[src/adcc_consts.svh]
// Timing counts and fixed codes of the converter control block
`ifndef ADCC_CONSTS_SVH
`define ADCC_CONSTS_SVH
`define ADCC_DATA_W 14
`define ADCC_PIPE_DEPTH 13
`define ADCC_CAL_CYCLES 272800
`define ADCC_REQ_MIN_CYCLES 2
`define ADCC_WAKE_CYCLES 16
`define ADCC_NEG_FULL 14'h2000
`define ADCC_POS_FULL 14'h1FFF
`define ADCC_SIGN_BIT 13
`endif

[src/adcc_pkg.sv]
// Types of the converter control block
package adcc_pkg;
    typedef enum logic [2:0] {
        ST_SLEEP,
        ST_WAKE,
        ST_IDLE,
        ST_RESET,
        ST_CALREQ,
        ST_CAL,
        ST_RUN
    } adcc_mode_e;
endpackage : adcc_pkg
[src/adc_control_and_readout.sv]
// Control sequencing and parallel readout of a pipelined 14-bit converter
`timescale 1ns/10ps
`include "adcc_consts.svh"
module adc_control_and_readout #(
    parameter int DATA_W = `ADCC_DATA_W,
    parameter int CAL_CYCLES = `ADCC_CAL_CYCLES,
    parameter int WAKE_CYCLES = `ADCC_WAKE_CYCLES
) (
    // Clock and reset
    input wire logic ref_clk,
    input wire logic rstn,
    // Control pins
    input wire logic convReset,
    input wire logic calRequest,
    input wire logic readEnable_n,
    input wire logic sleep_request_n,
    // Quantiser result, signed, one per clock
    input wire logic signed [DATA_W:0] quantIn,
    // Data pins
    output logic [DATA_W-1:0] dataOut,
    output logic [DATA_W-1:0] dataOutEn,
    output logic validFlag_n,
    // Status
    output logic calBusy,
    output logic asleep
);
    localparam int CNT_W = $clog2(CAL_CYCLES + 1);

    // Mode, counters and every registered output kept in one word
    typedef struct packed {
        adcc_pkg::adcc_mode_e mode;
        logic [CNT_W-1:0] count;
        logic [1:0] reqCount;
        logic [DATA_W-1:0] dataOut;
        logic [DATA_W-1:0] dataOutEn;
        logic validFlag_n;
        logic calBusy;
        logic asleep;
    } adcc_top_s;

    adcc_top_s state_ff;
    adcc_top_s nxt_state;
    logic [DATA_W-1:0] clampWord;
    logic [DATA_W-1:0] pipeWord;
    logic pipeValid;
    logic pipeFlush;

    // Overrange input saturates; two's complement keeps sign in the top bit
    function automatic logic [DATA_W-1:0] clamp(input logic signed [DATA_W:0] v);
        logic signed [DATA_W:0] hi;
        logic signed [DATA_W:0] lo;
        hi = $signed({1'b0, `ADCC_POS_FULL});
        lo = $signed({1'b1, `ADCC_NEG_FULL});
        if (v > hi) begin
            clamp = `ADCC_POS_FULL;
        end else if (v < lo) begin
            clamp = `ADCC_NEG_FULL;
        end else begin
            clamp = v[DATA_W-1:0];
        end
    endfunction : clamp

    // Saturating count of edges a request pin has been seen high
    function automatic logic [1:0] holdCount(input logic [1:0] c);
        if (c == 2'h3) begin
            holdCount = c;
        end else begin
            holdCount = c + 2'h1;
        end
    endfunction : holdCount

    // A pulse is honoured only once it has stood for the minimum number of edges
    function automatic logic heldLongEnough(input logic [1:0] c);
        heldLongEnough = (c >= 2'(`ADCC_REQ_MIN_CYCLES));
    endfunction : heldLongEnough

    assign clampWord = clamp(quantIn);
    // Any non-run mode empties the pipe, so the first run word arrives 13 later
    assign pipeFlush = (state_ff.mode != adcc_pkg::ST_RUN) || convReset
        || calRequest || !sleep_request_n;

    adcc_pipe #(
        .DATA_W(DATA_W),
        .DEPTH(`ADCC_PIPE_DEPTH)
    ) u_pipe (
        // Samples in flight are held only while the clock keeps running
        .ref_clk(ref_clk),
        .rstn(rstn),
        .sampleIn(clampWord),
        .sampleValid(1'b1),
        .flush(pipeFlush),
        .wordOut(pipeWord),
        .wordValid(pipeValid)
    );

    always_comb begin
        nxt_state = state_ff;
        nxt_state.reqCount = 2'h0;
        case (state_ff.mode)
            adcc_pkg::ST_SLEEP: begin
                nxt_state.count = '0;
                if (sleep_request_n) begin
                    nxt_state.mode = adcc_pkg::ST_WAKE;
                end
            end
            adcc_pkg::ST_WAKE: begin
                // Wake time counted on the running clock
                // Reset and calibration requests during wake are ignored; the host must reset afterwards
                if (state_ff.count == CNT_W'(WAKE_CYCLES - 1)) begin
                    nxt_state.mode = adcc_pkg::ST_IDLE;
                    nxt_state.count = '0;
                end else begin
                    nxt_state.count = state_ff.count + CNT_W'(1);
                end
            end
            adcc_pkg::ST_IDLE, adcc_pkg::ST_RUN: begin
                // Reset wins when both requests rise together
                if (convReset) begin
                    nxt_state.mode = adcc_pkg::ST_RESET;
                    nxt_state.reqCount = 2'h1;
                end else if (calRequest) begin
                    nxt_state.mode = adcc_pkg::ST_CALREQ;
                    nxt_state.reqCount = 2'h1;
                end
            end
            adcc_pkg::ST_RESET: begin
                nxt_state.reqCount = state_ff.reqCount;
                if (convReset) begin
                    nxt_state.reqCount = holdCount(state_ff.reqCount);
                end else if (heldLongEnough(state_ff.reqCount)) begin
                    nxt_state.mode = adcc_pkg::ST_RUN;
                end else begin
                    // Too short a pulse leaves the converter idle
                    nxt_state.mode = adcc_pkg::ST_IDLE;
                end
            end
            adcc_pkg::ST_CALREQ: begin
                nxt_state.reqCount = state_ff.reqCount;
                if (convReset) begin
                    nxt_state.mode = adcc_pkg::ST_RESET;
                    nxt_state.reqCount = 2'h1;
                end else if (calRequest) begin
                    nxt_state.reqCount = holdCount(state_ff.reqCount);
                end else if (heldLongEnough(state_ff.reqCount)) begin
                    nxt_state.mode = adcc_pkg::ST_CAL;
                    nxt_state.count = '0;
                end else begin
                    nxt_state.mode = adcc_pkg::ST_IDLE;
                end
            end
            adcc_pkg::ST_CAL: begin
                // Reset aborts a calibration, which must then be run again
                if (convReset) begin
                    nxt_state.mode = adcc_pkg::ST_RESET;
                    nxt_state.reqCount = 2'h1;
                end else if (state_ff.count == CNT_W'(CAL_CYCLES - 1)) begin
                    nxt_state.mode = adcc_pkg::ST_RUN;
                    nxt_state.count = '0;
                end else begin
                    nxt_state.count = state_ff.count + CNT_W'(1);
                end
            end
            default: begin
                nxt_state.mode = adcc_pkg::ST_IDLE;
            end
        endcase
        // Sleep overrides every mode, taking effect at the next ref_clk edge
        if (!sleep_request_n) begin
            nxt_state.mode = adcc_pkg::ST_SLEEP;
            nxt_state.count = '0;
        end
        nxt_state.calBusy = (nxt_state.mode == adcc_pkg::ST_CAL)
            || (nxt_state.mode == adcc_pkg::ST_CALREQ);
        nxt_state.asleep = (nxt_state.mode == adcc_pkg::ST_SLEEP);
        // Pipe output is trusted only in run mode with no request pending
        nxt_state.dataOut = pipeWord;
        nxt_state.validFlag_n = !(pipeValid && !pipeFlush);
        // Enable lags the pin by one edge, like every other output pin
        nxt_state.dataOutEn = readEnable_n ? '0 : '1;
    end

    always_ff @(posedge ref_clk) begin
        // Synchronous reset puts every output at its idle level
        if (!rstn) begin
            state_ff.mode <= adcc_pkg::ST_IDLE;
            state_ff.count <= '0;
            state_ff.reqCount <= 2'h0;
            state_ff.dataOut <= '0;
            state_ff.dataOutEn <= '0;
            state_ff.validFlag_n <= 1'b1;
            state_ff.calBusy <= 1'b0;
            state_ff.asleep <= 1'b0;
        end else begin
            state_ff <= nxt_state;
        end
    end

    assign dataOut = state_ff.dataOut;
    assign dataOutEn = state_ff.dataOutEn;
    assign validFlag_n = state_ff.validFlag_n;
    assign calBusy = state_ff.calBusy;
    assign asleep = state_ff.asleep;
endmodule : adc_control_and_readout

[src/adcc_pipe.sv]
// Sample pipeline with per-stage validity, thirteen stages deep
`timescale 1ns/10ps
`include "adcc_consts.svh"
module adcc_pipe #(
    parameter int DATA_W = `ADCC_DATA_W,
    parameter int DEPTH = `ADCC_PIPE_DEPTH
) (
    // Clock and reset
    input wire logic ref_clk,
    input wire logic rstn,
    // Stage input
    input wire logic [DATA_W-1:0] sampleIn,
    input wire logic sampleValid,
    input wire logic flush,
    // Stage output
    output logic [DATA_W-1:0] wordOut,
    output logic wordValid
);
    typedef struct packed {
        logic [DEPTH-1:0][DATA_W-1:0] data;
        logic [DEPTH-1:0] valid;
    } adcc_pipe_s;

    adcc_pipe_s state_ff;
    adcc_pipe_s nxt_state;

    always_comb begin
        nxt_state = state_ff;
        for (int i = DEPTH - 1; i > 0; i--) begin
            nxt_state.data[i] = state_ff.data[i-1];
            nxt_state.valid[i] = state_ff.valid[i-1];
        end
        nxt_state.data[0] = sampleIn;
        nxt_state.valid[0] = sampleValid;
        // Words in flight lose their meaning on reset, calibration or sleep
        if (flush) begin
            nxt_state.valid = '0;
        end
    end

    always_ff @(posedge ref_clk) begin
        if (!rstn) begin
            state_ff <= '0;
        end else begin
            state_ff <= nxt_state;
        end
    end

    assign wordOut = state_ff.data[DEPTH-1];
    assign wordValid = state_ff.valid[DEPTH-1];
endmodule : adcc_pipe

[config.mk]
export PLATFORM = sky130hd
export DESIGN_NAME = adc_control_and_readout
export DESIGN_NICKNAME = d
export VERILOG_FILES = /design/src/adcc_pkg.sv /design/src/adc_control_and_readout.sv /design/src/adcc_pipe.sv
export VERILOG_INCLUDE_DIRS = /design/src /design/src/src
export SDC_FILE = /design/constraint.sdc
export NUM_CORES = 1
export LEC_CHECK = 0
export ABC_AREA = 1
export BUFFER_PORTS_ARGS = -buffer_cell sky130_fd_sc_hd__clkbuf_2
export CAP_MARGIN = 10
export CORE_ASPECT_RATIO = 0.9
export CORE_MARGIN = 2
export CORE_UTILIZATION = 55
export DETAILED_ROUTE_END_ITERATION = 16
export PLACE_DENSITY = 0.73
export SLEW_MARGIN = 20
export SYNTH_ARGS = -nofsm -noshare
export SYNTH_HDL_FRONTEND = slang
export SYNTH_SLANG_ARGS = --single-unit
[constraint.sdc]
create_clock -name ref_clk -period 1.6 [get_ports ref_clk]
set_input_delay 0.4 -clock ref_clk [delete_from_list [all_inputs] [get_ports ref_clk]]
set_output_delay 0.4 -clock ref_clk [all_outputs]
set_load 0.1 [all_outputs]
==> results.cfg <==
[timing]
hold-worst-slack_ns = 0.0829
setup_viol_count_final = 9
max_freq_mhz = 623
final_hold_viol_count = 0
period_needed_ns = 1.60
worst_pin_slew_ns = 0.377
rsz0062_at_grt = yes
setup_slack_ns = -0.00486
worst_clock_skew_ns = 0.0146
final_max_slew_viol_count = 0
final_min_period_over_clock_period_pct = 100
timing.slew.headroom_pct = 74.8
tns_ns = -0.0244

[global_route]
use_met2_pct = 27.7
grt_pass1_vias = 4673
antenna_found_initial = 0
globalRouteMet1Util_pct = 19.6
grt.overflow.total = 0
grt_max_degree = 78
grt_util_all_layers_pct = 15.8
gr-max-usage-layer = met2
grt_pass1_wl_um = 19700
met3_usage_pct = 3.55

[synthesis]
synth.distinct_cells = 33
synth.net_count = 986
avgSynthCellArea_sq_um = 8.11
synth_edf_count = 0
yosysSeqAreaShare_pct = 60.7
syn_inst = 964
syn-cell-area_sq_um = 7820
synthFlopType = dfxtp_1
synth-seq-cells = 237
async_reset_ff_share_pct = 0
yosysWarnings = 0

[drt]
routedWlPerCell_um = 9.40
wl_um = 11600
antenna_left = 0
vias = 5228
drc = 0
via_per_inst = 4.24
drtIter0Drc = 279
dr.pass1.iters = 4

[pwr]
peakVddDrop_mv = 0.982
cellLeakagePower_nw = 5.35
p_per_area_nw_per_um2 = 1230

[cells_and_area]
fin_util_pct = 67.6
insertedDiodeCount = 0
layout_commonest_cell = nand2_1
area_delta_synth_final_pct = 20.7
final_cell_mix = 251 x nand2_1, 250 x inv_1, 229 x dfxtp_1
final_nets = 1047
fin_area_sq_um = 9440
stdcell_count = 1234
drive_gt1_share_pct = 15.9

[placement]
place_congestion = 0.865
placed_cell_area_sq_um = 8480
io_buffers = 51
hpwl_um = 7170
placed_cells = 1186

[clock_tree]
clkTransAtPathRegs_ns = 0.06
htreeDepth = 1
cts_made_buffers = 22
clock-root-buffer = clkbuf_16
clock_latency_ns = 0.49
clockBufferDepth = 3
tritoncts = yes
clock-sinks = 237
ctsHoldBuffers = 0

[die]
fp.dieW_um = 130
die_h_um = 117
die_area_sq_um = 15200
row_count = 41
start_util_pct = 56.0
coreArea_sq_um = 14000
ios = 52

[flow_run]
cap_violations = 0

[setup_path]
end_kind = primary output
crit_required_ns = 1.20
worstSetupStartpointType = flop
arrival_ns = 1.20
cp_max_fo = 5
crit_type = reg -> out

[min_path]
min_path_type = in -> reg

[run_status]
outcome = finished with violations
violations = setup timing
## path summary, 6_finish.rpt
check	start	to	slack (ns)	cells after the start
setup / recovery	dataOutEn[12]	dataOutEn[3]	-0.005	2
hold / removal	readEnable_n	dataOutEn[12]	0.08	2
setup reg to reg	state_ff[33]	state_ff[51]	0.09	9
hold reg to reg	u_pipe.wordValid	validFlag_n	0.38	1
## synth_stat cells, drive strengths merged, types with 2 or more instances
cell | count | area, sq um
buf | 32 | 236
nand3 | 20 | 118
nand2 | 258 | 981
nor3 | 12 | 60.1
or2 | 4 | 25.0
a21oi | 25 | 125
nor2 | 67 | 274
o22ai | 3 | 18.8
clkbuf | 23 | 86.3
o21bai | 2 | 15.0
nand4 | 10 | 62.6
dfxtp | 237 | 4740
inv | 255 | 960
o21ai | 8 | 43.8
## power by group
part | internal, mW | switching [mW] | total, mW
sequential | 5.97 | 0.0261 | 6.00
combinational | 0.220 | 0.391 | 0.611
clock | 3.02 | 2.02 | 5.04
## cells by family after synthesis
group	Yosys count	share of synthesized area [%]
flip-flops	237	60.7
adder cells (fa/ha/maj)	1	0.160
XOR/XNOR	1	0.112
buffers and inverters	311	16.5
AO/OA/AOI/OAI	41	2.90
AND/OR/NAND/NOR	373	19.7
## metrics by stage
stage,power (mW),setup WS [ns]
final,11.6,-0.00486
after global routing,12.1,-0.0445
after CTS,11.8,-0.0292
after detailed placement,6.70,-0.101
after global placement,6.70,-0.0549
after floorplan,6.53,0.114
## what timing repair did
| action | CTS | global route |
|---|---|---|
| pin swaps | 1 | 7 |
| resized for setup | 27 | 25 |
| setup buffers | 0 | 6 |
| gates cloned | 1 | 1 |
| setup endpoints to repair | 35 | 34 |
## worst max-delay path: stages, from the launching register on
cell and delay, ns:
dfxtp_4 0.40, buf_16 0.15, buf_12 0.17
## registers in the layout, summed over array words and instances, names as in the netlist
register,flops
u_pipe.state_ff,12
dataOut,14
state_ff,24
asleep,1
u_pipe.wordOut,14
dataOutEn,1
validFlag_n,1
calBusy,1
u_pipe.wordValid,1
u_pipe.nxt_state,168
## per-layer routing
layer,part of all wire [%],routed length (um),vias to the layer above
met4,1.7,200,0
li1,-,-,2845
met5,0,0,-
met3,3.9,457,18
met2,47,5510,83
met1,47,5440,2282
## layout make-up
cell class	count	area [sq um]
clock buffers	32	659
clock inverters	8	65.1
fillers	1109	4520
inverters	256	968
multi-input cells	417	1860
flip-flops and latches	237	4760
well taps	193	241
repair buffers	91	887
No activity file was read; power rests on OpenSTA's default activity.
